**config.mk**
```make
export PLATFORM = sky130hd
export DESIGN_NAME = sfcfe_top
export DESIGN_NICKNAME = d
export VERILOG_FILES = /design/src/shared/sfcfe_pkg.sv /design/src/verilog/sfcfe_top.sv
export SDC_FILE = /design/constraint.sdc
export NUM_CORES = 1
export LEC_CHECK = 0
export ABC_AREA = 1
export BUFFER_PORTS_ARGS = -buffer_cell sky130_fd_sc_hd__buf_2
export CORE_ASPECT_RATIO = 0.7
export CORE_UTILIZATION = 55
export DETAILED_ROUTE_END_ITERATION = 12
export GPL_TIMING_DRIVEN = 0
export HOLD_SLACK_MARGIN = 0.06
export PLACE_DENSITY_LB_ADDON = 0.2
export SYNTH_ARGS = -nofsm -noshare
export SYNTH_HDL_FRONTEND = slang
export SYNTH_SLANG_ARGS = --single-unit
```
**constraint.sdc**
```tcl
create_clock -name clk -period 2.6 [get_ports clk]
set_input_delay 0.13 -clock clk [delete_from_list [all_inputs] [get_ports clk]]
set_output_delay 0.13 -clock clk [all_outputs]
set_load 0.05 [all_outputs]
```
**src/shared/sfcfe_pkg.sv**
```systemverilog
package sfcfe_pkg;
	// =========================================================
	// Opcodes
	localparam logic [7:0] OPC_GRANT   = 8'h06;
	localparam logic [7:0] OPC_CLEAR   = 8'h04;
	localparam logic [7:0] OPC_STFETCH = 8'h05;
	localparam logic [7:0] OPC_STSTORE = 8'h01;
	localparam logic [7:0] OPC_READ    = 8'h03;
	localparam logic [7:0] OPC_FAST    = 8'h0B;
	localparam logic [7:0] OPC_TWOLANE = 8'h3B;
	localparam logic [7:0] OPC_SECTOR  = 8'h20;
	localparam logic [7:0] OPC_BLOCKA  = 8'h52;
	localparam logic [7:0] OPC_BLOCKB  = 8'hD8;
	localparam logic [7:0] OPC_CHIPA   = 8'h60;
	localparam logic [7:0] OPC_CHIPB   = 8'hC7;
	localparam logic [7:0] OPC_PAGE    = 8'h02;
	localparam logic [7:0] OPC_SLEEP   = 8'hB9;
	localparam logic [7:0] OPC_WAKE    = 8'hAB;
	localparam logic [7:0] OPC_JEDEC   = 8'h9F;
	localparam logic [7:0] OPC_MAKER   = 8'h90;
	// =========================================================
	// Status byte layout
	localparam int ST_PEND   = 0;
	localparam int ST_PERMIT = 1;
	localparam int ST_GLSB   = 2;
	localparam int ST_GMSB   = 3;
	localparam int ST_LOCK   = 7;
	// =========================================================
	// Array organisation
	localparam int          ARRAY_AW    = 18;
	localparam int          SECTOR_LSB  = 12;
	localparam int          BLOCK_LSB   = 16;
	localparam logic [1:0]  GUARD_NONE  = 2'b00;
	localparam logic [1:0]  GUARD_TOP   = 2'b01;
	localparam logic [1:0]  GUARD_HALF  = 2'b10;
	localparam logic [1:0]  GUARD_ALL   = 2'b11;
	localparam logic [1:0]  TOP_BLOCK   = 2'd3;
	localparam logic [1:0]  HALF_BLOCK  = 2'd2;
	localparam logic [2:0]  BIT_LAST    = 3'd7;
	localparam logic [2:0]  BYTE_SAT    = 3'd7;
	localparam logic [2:0]  ADDR_LAST   = 3'd3;
	localparam logic [2:0]  FIRST_DATA  = 3'd1;
	localparam logic [1:0]  JEDEC_LAST  = 2'd2;
	// =========================================================
	// Register map
	localparam logic [11:0] REG_STATUS  = 12'h000;
	localparam logic [11:0] REG_IDENT   = 12'h004;
	localparam logic [11:0] REG_COUNT   = 12'h008;
	// Arbitrary neutral identity value
	localparam logic [31:0] IDENT_RESET = 32'h5A3C9612;
	// =========================================================
	// Types
	typedef enum logic [2:0] {
		ST_STANDBY = 3'b000,
		ST_CMD     = 3'b001,
		ST_ADDR    = 3'b010,
		ST_DUMMY   = 3'b011,
		ST_DATAOUT = 3'b100,
		ST_DATAIN  = 3'b101,
		ST_WAIT    = 3'b110,
		ST_IGNORE  = 3'b111
	} sfcfe_state_t;
	typedef enum logic [2:0] {
		OP_NONE   = 3'b000,
		OP_PAGE   = 3'b001,
		OP_SECTOR = 3'b010,
		OP_BLOCK  = 3'b011,
		OP_CHIP   = 3'b100
	} sfcfe_kind_t;
	typedef struct packed {
		sfcfe_kind_t           kind;
		logic [ARRAY_AW-1:0]   addr;
	} sfcfe_op_t;
endpackage : sfcfe_pkg

```
**src/verilog/sfcfe_top.sv**
```systemverilog
// Functional notes
// - Target in clock modes 0 and 3
// - Sample on rise, shift out on fall
// - 64 sectors of 4K, each erasable
// - 4 blocks of 64K, block 3 top
// - Two-lane read drives both lanes
// - Pending flag shows running program/erase
// - Select high and idle means standby
// - Unknown opcode: ignored until select rises
// - Valid opcode: active until select rises
// - Read phases end on any select rise
// - Write-type commands need byte-aligned select rise
// - Array access ignored while operation runs
// - Reset returns machine to standby
// - Content changes need permit latch set
// - Permit cleared on reset and completions
// - Sleep ignores all but wake/signature
// - Guard level bits block program/erase
// - Low guard pin freezes guard/lock bits
// - One-byte opcode starts every command
// - Pause suspends link, not operations
`timescale 1ns/1ps
module sfcfe_top (
	// Clock and reset
	input  wire logic                 clk,
	input  wire logic                 nrst,
	// APB slave
	input  wire logic                 psel,
	input  wire logic                 penable,
	input  wire logic                 pwrite,
	input  wire logic [11:0]          paddr,
	input  wire logic [31:0]          pwdata,
	output      logic [31:0]          prdata,
	output      logic                 pready,
	output      logic                 pslverr,
	// Serial link
	input  wire logic                 spiClk,
	input  wire logic                 selectN,
	input  wire logic                 pauseN,
	input  wire logic                 guardPinN,
	input  wire logic                 dualLane0In,
	output      logic                 dualLane0Out,
	output      logic                 dualLane0Oe,
	output      logic                 dualLane1Out,
	output      logic                 dualLane1Oe,
	// Array engine
	output      logic [17:0]          memRdAddr,
	input  wire logic [7:0]           memRdData,
	output      logic                 pgmStrobe,
	output      logic [17:0]          pgmAddr,
	output      logic [7:0]           pgmData,
	output      logic                 opStart,
	output      sfcfe_pkg::sfcfe_op_t opReq,
	input  wire logic                 opDone
);
	// =========================================================
	// State
	sfcfe_pkg::sfcfe_state_t state_q, state_d;
	sfcfe_pkg::sfcfe_op_t    opReq_q, opReq_d;
	logic        sclkPrev_q, selPrev_q, pause_q, pause_d;
	logic [2:0]  bitCnt_q, bitCnt_d, byteCnt_q, byteCnt_d;
	logic [2:0]  outPos_q, outPos_d;
	logic [7:0]  shIn_q, shIn_d, shOut_q, shOut_d, opc_q, opc_d;
	logic [23:0] addr_q, addr_d;
	logic [17:0] rdAddr_q, rdAddr_d, pgmAddr_q, pgmAddr_d;
	logic [7:0]  pgmData_q, pgmData_d, stNew_q, stNew_d;
	logic [1:0]  idx_q, idx_d, guard_q, guard_d;
	logic        pend_q, pend_d, permit_q, permit_d, lock_q, lock_d;
	logic        sleep_q, sleep_d, hasData_q, hasData_d;
	logic        pgmStb_q, pgmStb_d, opStart_q, opStart_d;
	logic        l0_q, l0_d, l1_q, l1_d, oe0_q, oe0_d, oe1_q, oe1_d;
	logic        txOn_q, txOn_d;
	logic [31:0] ident_q, ident_d, prdata_q, prdata_d;
	logic [15:0] cnt_q, cnt_d;
	logic        pready_q, pslverr_q, pslverr_d;
	// =========================================================
	// Edge detection and decode
	wire sclkRise = spiClk && !sclkPrev_q;
	wire sclkFall = !spiClk && sclkPrev_q;
	wire selFall  = !selectN && selPrev_q;
	wire selRise  = selectN && !selPrev_q;
	wire linkOn   = !selectN && !pause_q;
	wire rxEn     = linkOn && sclkRise;
	wire txEn     = linkOn && sclkFall && state_q == sfcfe_pkg::ST_DATAOUT;
	wire [7:0] rxByte  = {shIn_q[6:0], dualLane0In};
	wire       byteEnd = rxEn && bitCnt_q == sfcfe_pkg::BIT_LAST;
	wire [23:0] addrFull = {addr_q[15:0], rxByte};
	wire [7:0] opcIn   = rxByte;
	wire isRead  = opc_q == sfcfe_pkg::OPC_READ ||
		opc_q == sfcfe_pkg::OPC_FAST || opc_q == sfcfe_pkg::OPC_TWOLANE;
	wire isDual  = opc_q == sfcfe_pkg::OPC_TWOLANE;
	wire isBlk   = opc_q == sfcfe_pkg::OPC_BLOCKA ||
		opc_q == sfcfe_pkg::OPC_BLOCKB;
	wire isChip  = opc_q == sfcfe_pkg::OPC_CHIPA ||
		opc_q == sfcfe_pkg::OPC_CHIPB;
	wire inArray = opcIn == sfcfe_pkg::OPC_READ ||
		opcIn == sfcfe_pkg::OPC_FAST || opcIn == sfcfe_pkg::OPC_TWOLANE ||
		opcIn == sfcfe_pkg::OPC_SECTOR || opcIn == sfcfe_pkg::OPC_BLOCKA ||
		opcIn == sfcfe_pkg::OPC_BLOCKB || opcIn == sfcfe_pkg::OPC_CHIPA ||
		opcIn == sfcfe_pkg::OPC_CHIPB || opcIn == sfcfe_pkg::OPC_PAGE;
	wire inChange = inArray && opcIn != sfcfe_pkg::OPC_READ &&
		opcIn != sfcfe_pkg::OPC_FAST && opcIn != sfcfe_pkg::OPC_TWOLANE;
	wire [1:0] blkSel = addrFull[sfcfe_pkg::BLOCK_LSB+1:sfcfe_pkg::BLOCK_LSB];
	wire guarded = guard_q == sfcfe_pkg::GUARD_ALL ||
		(guard_q == sfcfe_pkg::GUARD_HALF && blkSel >= sfcfe_pkg::HALF_BLOCK) ||
		(guard_q == sfcfe_pkg::GUARD_TOP && blkSel == sfcfe_pkg::TOP_BLOCK);
	wire [7:0] statusByte = {lock_q, 3'b000, guard_q, permit_q, pend_q};
	wire aligned  = bitCnt_q == 3'd0;
	wire wakeDone = opc_q == sfcfe_pkg::OPC_WAKE &&
		(aligned || state_q == sfcfe_pkg::ST_DATAOUT);
	wire commit   = selRise && aligned &&
		(state_q == sfcfe_pkg::ST_WAIT ||
		(state_q == sfcfe_pkg::ST_DATAIN && hasData_q));
	// Sector/block bases cover contiguous ranges
	wire [17:0] secBase = {addrFull[17:sfcfe_pkg::SECTOR_LSB],
		{sfcfe_pkg::SECTOR_LSB{1'b0}}};
	wire [17:0] blkBase = {addrFull[17:sfcfe_pkg::BLOCK_LSB],
		{sfcfe_pkg::BLOCK_LSB{1'b0}}};
	// =========================================================
	// Outgoing byte source
	logic [7:0] srcByte;
	always_comb begin
		srcByte = ident_q[31:24];
		if (opc_q == sfcfe_pkg::OPC_STFETCH) begin
			srcByte = statusByte;
		end else if (isRead) begin
			srcByte = memRdData;
		end else if (opc_q == sfcfe_pkg::OPC_JEDEC) begin
			case (idx_q)
				2'd0:    srcByte = ident_q[7:0];
				2'd1:    srcByte = ident_q[15:8];
				default: srcByte = ident_q[23:16];
			endcase
		end else if (opc_q == sfcfe_pkg::OPC_MAKER) begin
			srcByte = idx_q[0] ? ident_q[31:24] : ident_q[7:0];
		end
	end
	// =========================================================
	// Command framing
	always_comb begin
		state_d   = state_q;
		bitCnt_d  = bitCnt_q;
		byteCnt_d = byteCnt_q;
		shIn_d    = shIn_q;
		opc_d     = opc_q;
		addr_d    = addr_q;
		rdAddr_d  = rdAddr_q;
		pgmAddr_d = pgmAddr_q;
		pgmData_d = pgmData_q;
		pgmStb_d  = 1'b0;
		stNew_d   = stNew_q;
		hasData_d = hasData_q;
		idx_d     = idx_q;
		opReq_d   = opReq_q;
		cnt_d     = cnt_q;
		if (selectN) begin
			state_d   = sfcfe_pkg::ST_STANDBY;
			bitCnt_d  = 3'd0;
			byteCnt_d = 3'd0;
		end else if (selFall) begin
			state_d   = sfcfe_pkg::ST_CMD;
			bitCnt_d  = 3'd0;
			byteCnt_d = 3'd0;
			hasData_d = 1'b0;
			idx_d     = 2'd0;
		end else if (rxEn) begin
			shIn_d   = rxByte;
			bitCnt_d = bitCnt_q + 3'd1;
			if (byteEnd && byteCnt_q != sfcfe_pkg::BYTE_SAT) begin
				byteCnt_d = byteCnt_q + 3'd1;
			end
			if (byteEnd) begin
				case (state_q)
					sfcfe_pkg::ST_CMD: begin
						opc_d   = opcIn;
						state_d = sfcfe_pkg::ST_IGNORE;
						if (sleep_q && opcIn != sfcfe_pkg::OPC_WAKE) begin
							state_d = sfcfe_pkg::ST_IGNORE;
						end else if (pend_q && inArray) begin
							state_d = sfcfe_pkg::ST_IGNORE;
						end else if (inChange && !permit_q) begin
							state_d = sfcfe_pkg::ST_IGNORE;
						end else begin
							case (opcIn)
								sfcfe_pkg::OPC_GRANT,
								sfcfe_pkg::OPC_CLEAR,
								sfcfe_pkg::OPC_SLEEP:
									state_d = sfcfe_pkg::ST_WAIT;
								sfcfe_pkg::OPC_CHIPA,
								sfcfe_pkg::OPC_CHIPB:
									state_d = guard_q == sfcfe_pkg::GUARD_NONE ?
										sfcfe_pkg::ST_WAIT : sfcfe_pkg::ST_IGNORE;
								sfcfe_pkg::OPC_STSTORE: begin
									if (permit_q) begin
										state_d = sfcfe_pkg::ST_DATAIN;
									end
								end
								sfcfe_pkg::OPC_STFETCH,
								sfcfe_pkg::OPC_JEDEC:
									state_d = sfcfe_pkg::ST_DATAOUT;
								sfcfe_pkg::OPC_READ, sfcfe_pkg::OPC_FAST,
								sfcfe_pkg::OPC_TWOLANE, sfcfe_pkg::OPC_SECTOR,
								sfcfe_pkg::OPC_BLOCKA, sfcfe_pkg::OPC_BLOCKB,
								sfcfe_pkg::OPC_PAGE, sfcfe_pkg::OPC_MAKER,
								sfcfe_pkg::OPC_WAKE:
									state_d = sfcfe_pkg::ST_ADDR;
								default:
									state_d = sfcfe_pkg::ST_IGNORE;
							endcase
						end
						if (state_d != sfcfe_pkg::ST_IGNORE) begin
							cnt_d = cnt_q + 16'h0001;
						end
					end
					sfcfe_pkg::ST_ADDR: begin
						addr_d = addrFull;
						if (byteCnt_q == sfcfe_pkg::ADDR_LAST) begin
							rdAddr_d  = addrFull[17:0];
							pgmAddr_d = {addrFull[17:8], addrFull[7:0] - 8'h01};
							idx_d     = {1'b0, rxByte[0]};
							if (isRead && opc_q != sfcfe_pkg::OPC_READ) begin
								state_d = sfcfe_pkg::ST_DUMMY;
							end else if (opc_q == sfcfe_pkg::OPC_SECTOR ||
								isBlk || opc_q == sfcfe_pkg::OPC_PAGE) begin
								state_d = guarded ? sfcfe_pkg::ST_IGNORE :
									(opc_q == sfcfe_pkg::OPC_PAGE ?
									sfcfe_pkg::ST_DATAIN : sfcfe_pkg::ST_WAIT);
								opReq_d.addr = opc_q == sfcfe_pkg::OPC_SECTOR ?
									secBase : (isBlk ? blkBase : addrFull[17:0]);
							end else begin
								state_d = sfcfe_pkg::ST_DATAOUT;
							end
						end
					end
					sfcfe_pkg::ST_DUMMY:
						state_d = sfcfe_pkg::ST_DATAOUT;
					sfcfe_pkg::ST_DATAIN: begin
						hasData_d = 1'b1;
						if (byteCnt_q == sfcfe_pkg::FIRST_DATA) begin
							stNew_d = rxByte;
						end
						if (opc_q == sfcfe_pkg::OPC_PAGE) begin
							pgmStb_d  = 1'b1;
							pgmData_d = rxByte;
							pgmAddr_d = {pgmAddr_q[17:8], pgmAddr_q[7:0] + 8'h01};
						end
					end
					default: state_d = state_q;
				endcase
			end
		end
		if (txEn && outPos_q == 3'd0) begin
			if (isRead) begin
				rdAddr_d = rdAddr_q + 18'h00001;
			end
			idx_d = (opc_q == sfcfe_pkg::OPC_JEDEC &&
				idx_q == sfcfe_pkg::JEDEC_LAST) ? 2'd0 : idx_q + 2'd1;
		end
		if (opStart_d) begin
			opReq_d.kind = opc_q == sfcfe_pkg::OPC_PAGE ?
				sfcfe_pkg::OP_PAGE : (opc_q == sfcfe_pkg::OPC_SECTOR ?
				sfcfe_pkg::OP_SECTOR : (isChip ? sfcfe_pkg::OP_CHIP :
				sfcfe_pkg::OP_BLOCK));
		end
	end
	// =========================================================
	// Data-out shifter
	wire [7:0] curByte = outPos_q == 3'd0 ? srcByte : shOut_q;
	always_comb begin
		shOut_d  = shOut_q;
		outPos_d = outPos_q;
		l0_d     = l0_q;
		l1_d     = l1_q;
		txOn_d   = txOn_q;
		if (state_q != sfcfe_pkg::ST_DATAOUT || selectN) begin
			outPos_d = 3'd0;
			txOn_d   = 1'b0;
		end else if (txEn) begin
			txOn_d = 1'b1;
			l1_d   = curByte[7];
			if (isDual) begin
				l0_d     = curByte[6];
				shOut_d  = {curByte[5:0], 2'b00};
				outPos_d = outPos_q + 3'd2;
			end else begin
				shOut_d  = {curByte[6:0], 1'b0};
				outPos_d = outPos_q + 3'd1;
			end
		end
		// Drivers drop on select rise or pause
		oe1_d = txOn_d && !selectN && !pause_d;
		oe0_d = oe1_d && isDual;
	end
	// =========================================================
	// Status, permit and sleep
	always_comb begin
		pend_d    = pend_q;
		permit_d  = permit_q;
		guard_d   = guard_q;
		lock_d    = lock_q;
		sleep_d   = sleep_q;
		opStart_d = 1'b0;
		pause_d   = pause_q;
		if (selectN) begin
			pause_d = 1'b0;
		end else if (!spiClk) begin
			pause_d = !pauseN;
		end
		if (opDone) begin
			pend_d = 1'b0;
		end
		if (selRise && wakeDone) begin
			sleep_d = 1'b0;
		end
		if (commit) begin
			case (opc_q)
				sfcfe_pkg::OPC_GRANT: permit_d = 1'b1;
				sfcfe_pkg::OPC_CLEAR: permit_d = 1'b0;
				sfcfe_pkg::OPC_SLEEP: sleep_d  = 1'b1;
				sfcfe_pkg::OPC_STSTORE: begin
					permit_d = 1'b0;
					if (guardPinN) begin
						guard_d = {stNew_q[sfcfe_pkg::ST_GMSB],
							stNew_q[sfcfe_pkg::ST_GLSB]};
						lock_d  = stNew_q[sfcfe_pkg::ST_LOCK];
					end
				end
				sfcfe_pkg::OPC_SECTOR, sfcfe_pkg::OPC_BLOCKA,
				sfcfe_pkg::OPC_BLOCKB, sfcfe_pkg::OPC_CHIPA,
				sfcfe_pkg::OPC_CHIPB, sfcfe_pkg::OPC_PAGE: begin
					permit_d  = 1'b0;
					pend_d    = 1'b1;
					opStart_d = 1'b1;
				end
				default: permit_d = permit_q;
			endcase
		end
	end
	// =========================================================
	// APB slave
	wire apbSetup  = psel && !penable;
	wire apbWrite  = psel && penable && pready_q && pwrite;
	wire hitStatus = paddr == sfcfe_pkg::REG_STATUS;
	wire hitIdent  = paddr == sfcfe_pkg::REG_IDENT;
	wire hitCount  = paddr == sfcfe_pkg::REG_COUNT;
	wire hitAny    = hitStatus || hitIdent || hitCount;
	assign ident_d = (apbWrite && hitIdent) ? pwdata : ident_q;
	assign prdata_d = !apbSetup ? prdata_q :
		(pwrite ? 32'h00000000 :
		(hitStatus ? {19'h00000, state_q, pause_q, sleep_q, statusByte} :
		(hitIdent ? ident_q :
		(hitCount ? {16'h0000, cnt_q} : 32'h00000000))));
	assign pslverr_d = apbSetup ? !hitAny : pslverr_q;
	// =========================================================
	// Registers
	always_ff @(posedge clk or negedge nrst) begin
		if (!nrst) begin
			state_q  <= sfcfe_pkg::ST_STANDBY;
			opReq_q  <= '0;
			{sclkPrev_q, selPrev_q, pause_q} <= 3'b010;
			{bitCnt_q, byteCnt_q, outPos_q} <= 9'h000;
			{shIn_q, shOut_q, opc_q, pgmData_q, stNew_q} <= 40'h0000000000;
			addr_q   <= 24'h000000;
			{rdAddr_q, pgmAddr_q} <= 36'h000000000;
			{idx_q, guard_q} <= 4'h0;
			{pend_q, permit_q, lock_q, sleep_q, hasData_q} <= 5'h00;
			{pgmStb_q, opStart_q, txOn_q} <= 3'b000;
			{l0_q, l1_q, oe0_q, oe1_q} <= 4'h0;
			ident_q  <= sfcfe_pkg::IDENT_RESET;
			prdata_q <= 32'h00000000;
			cnt_q    <= 16'h0000;
			{pready_q, pslverr_q} <= 2'b00;
		end else begin
			state_q  <= state_d;
			opReq_q  <= opReq_d;
			{sclkPrev_q, selPrev_q, pause_q} <= {spiClk, selectN, pause_d};
			{bitCnt_q, byteCnt_q, outPos_q} <= {bitCnt_d, byteCnt_d, outPos_d};
			{shIn_q, shOut_q, opc_q} <= {shIn_d, shOut_d, opc_d};
			{pgmData_q, stNew_q} <= {pgmData_d, stNew_d};
			addr_q   <= addr_d;
			{rdAddr_q, pgmAddr_q} <= {rdAddr_d, pgmAddr_d};
			{idx_q, guard_q} <= {idx_d, guard_d};
			{pend_q, permit_q, lock_q} <= {pend_d, permit_d, lock_d};
			{sleep_q, hasData_q} <= {sleep_d, hasData_d};
			{pgmStb_q, opStart_q, txOn_q} <= {pgmStb_d, opStart_d, txOn_d};
			{l0_q, l1_q, oe0_q, oe1_q} <= {l0_d, l1_d, oe0_d, oe1_d};
			ident_q  <= ident_d;
			prdata_q <= prdata_d;
			cnt_q    <= cnt_d;
			{pready_q, pslverr_q} <= {apbSetup, pslverr_d};
		end
	end
	// =========================================================
	// Outputs
	assign prdata       = prdata_q;
	assign pready       = pready_q;
	assign pslverr      = pslverr_q;
	assign dualLane0Out = l0_q;
	assign dualLane0Oe  = oe0_q;
	assign dualLane1Out = l1_q;
	assign dualLane1Oe  = oe1_q;
	assign memRdAddr    = rdAddr_q;
	assign pgmStrobe    = pgmStb_q;
	assign pgmAddr      = pgmAddr_q;
	assign pgmData      = pgmData_q;
	assign opStart      = opStart_q;
	assign opReq        = opReq_q;
endmodule : sfcfe_top
```
==> impl_results.md <==
- Outcome: completed
- Placed wire-length estimate: 24400 microns
- Cells along the critical path: nor2_1, nand3_2, nor2_2, inv_1, nor2_2, nand2_1, clkbuf_1, nand2_1, o21ai_0
- Tightest Pin Transition: 1.19 ns
- Syn-to-layout area delta: 20.8%
- Post-synth top area share: 44.0%
- CTS tree: built
- Post-synthesis instance area: 11300 sq um
- Final GP Congestion: 0.935
- Routed wire length per instance: 17.2 microns
- Vias/cell: 5.63
- DR pass1 iterations: 5
- Crit start category: flip-flop
- Root Buffer: clkbuf_16
- Synth Area per Inst: 7.87 sq um
- Syn Inst Count: 1431
- Top cells by area, synth: dfrtp_1, nand2_1, o21ai_0
- Synth Area in Compound Gates: 15.8%
- Final hold violation count: 0
- Min-delay src: penable
- Initial drt markers: 1364
- Grt total ovfl: 0
- Proportion of synthesized area in mux cells: 1.30%
- Pwr per Cell Area: 530 nW/um^2
- Met3 wire len: 2990 microns
- Critical path's slowest cell: dfrtp_1
- Syn nets: 1511
- Residual DRC count: 0
- Min Tclk post-route: 2.40 ns
- Starting density of the core: 56.4%
- Fraction of layout cells with a size suffix above 1: 18.5%
- Std cell rows: 43
- Fmax achieved: 0.416 GHz
- CP Depth: 9
- Final setup violation count: 0
- Worst Path Arrival: 2.78 ns
- # H-tree levels: 1
- Crit path capture type: flip-flop
- Cell Area, Placed: 12500 sq um
- Final Slew Violations: 0
- Critical path data required time: 2.97 ns
- Crit share post-route: 92.5%
- DR vias: 11000
- Adder-cell area share of the yosys netlist: 1.89%
- Top post-synthesis cells by count: nand2_1, dfrtp_1, o21ai_0
- Vias in the first global route: 9947
- Hold Crit Depth: 2
- Num ports: 168
- Netlist cell types: 51
- Post-synthesis xor/xnor area fraction: 1.17%
- N_diodes: 0
- Unrepaired setup endpoints after global routing: no
- Area leader, netlist: dfrtp_1
- Die W: 173 microns
- Clock skew: 0.00899 ns
- Leakage power: 6.92 nW
- Post-synth EDFFs: 0
- CTS Buffer Depth: 3
- Die Y-Extent: 122 microns
- Hold crit path type: in2reg
- Yosys reg bits: 213
- Clock transition at path regs: 0.06 ns
- Final Instance Area: 13600 sq um
- Most common cell in the netlist: nand2_1
- Num CTS Buffers: 21
- Layout Nets: 1749
- Clock latency on the worst-skew pair: 0.50 ns
- CP max FO: 10
- Die ar.: 21100 sq um
- Sequential fraction of the synthesis area: 47.5%
- CORE AREA: 20000 sq um
- Worst relative slew slack: 19.9%
- Ys flop type: dfrtp_1
- Largest net degree at the start of global routing: 86
- MaxCap Viol Count: 0
- Total Wirelength: 33600 microns
- First-pass GRT wire length: 52900 microns
- Clock Sink Count: 213
- CP max stage delay: 0.47 ns
- Critical Path Start: pause_q
- Top layer in use: met4
- Simple-gate portion of the synthesized area: 24.3%
- Critical path class: reg2reg
- Main combinational cell family by area after synthesis: simple AND/OR/NAND/NOR gates
- Met2 wire length: 13700 microns
- Wire length on met1: 16200 microns
- # port buffers: 166
- Total Power: 7.22 mW
- RR Startpoint: pause_q
- Worst R2R Path Depth: 9
- Antenna viol nets, final: 0
- Post-synth ARST share: 100%
- CP top delay family: simple AND/OR/NAND/NOR gates
- Initial antenna violation count: 0
- Gr usage total: 31.8%
- VDD IR max: 0.000426 V
- Syn. warnings: 0
- Worst path buffer plus inverter count: 2
==> stage by stage <==
step	setup TNS [ns]	hold slack (ns)	util [%]	worst slack, ns	std cells
final	0	0.0754	68.2	0.195	1954
after global routing	0	0.109	68.2	0.0168	1954
after CTS	0	0.0641	67.9	0.0484	1948
after detailed placement	0	0.0584	62.6	0.0727	1869
after global placement	-461.39	0.245	62.3	-2.28	1867
after floorplan	0	-0.166	-	0.459	1431
==> what timing repair did <==
action	CTS	global route
setup buffers	0	6
setup endpoints to repair	0	16
hold buffers	41	0
endpoints found under the hold margin	248	0
gates resized for setup	0	2
==> layer usage <==
metal	vias to the layer above	GRT usage [%]
met3	63	5.56
li1	5205	-
met1	5231	50.1
met4	0	7.30
met2	495	45.2
met5	-	0
==> worst paths after layout <==
kind | slack [ns] | to
setup / recovery | 0.20 | opc_q[5]
hold / removal | 0.08 | pready
setup reg to reg | 0.20 | opc_q[5]
hold reg to reg | 0.48 | cnt_q[12]
max in group asynchronous | 1.68 | ident_q[28]
min in group asynchronous | 0.13 | pgmAddr[11]
==> cell type report <==
type,count,area [sq um]
buffer,49,275
clock buffer,35,628
clock inverter,3,21.3
fill,1695,6350
inverter,166,634
multi-input combinational,1003,5010
sequential,213,5350
tap,270,338
timing repair buffer,215,1350
==> power by group <==
| group | switching [mW] | internal, mW |
|---|---|---|
| combinational | 0.586 | 0.309 |
| clock | 1.29 | 1.65 |
| sequential | 0.0365 | 3.35 |
| total | 1.92 | 5.30 |
==> sequential cells by signal, summed over array words and instances, names as in the netlist, 8 cells and up <==
signal / flops
opc_q: 8
opReq: 21
cnt_q: 16
memRdAddr: 18
addr_q: 10
ident_q: 32
pgmAddr: 18
prdata: 32
pgmData: 8
==> worst register-to-register path, delay by kind of cell (launching register included) <==
kind            cells  cell delay, ns
simple gates        6            1.30
flops               1            0.47
buf+inv             2            0.42
compound gates      1            0.07
==> cells in the final DEF (no fill, tap or decap), drive strengths merged, types with 2 or more instances in the layout <==
cell,synthesis,routed
nand2,346,346
o21ai,203,203
dfrtp,198,198
buf,22,196
inv,161,161
nor2,155,155
a21oi,70,70
nand3,69,69
clkbuf,27,62
dlygate4sd3,0,41
nand4,30,30
o211ai,20,20
nor3,19,19
ha,17,17
dfstp,15,15
xor2,13,13
mux2,13,13
a31oi,8,8
o22ai,7,7
o31ai,6,6
clkinv,5,5
a22oi,4,4
o221ai,4,4
or2,4,4
clkinvlp,0,3
a211oi,3,3
nor4,2,2
a32oi,2,2
xnor2,2,2
==> cell families (layout without fill, tap and decap cells) <==
group                      after synthesis  after routing
AOI/OAI and AO/OA                      329            329
adders and majority gates               17             17
muxes                                   13             13
and+or+nand+nor                        629            629
xor gates and xnor gates                15             15
buffers and inverters                  215            468
DFF                                    213            213
(Power assumes the default switching activity.)
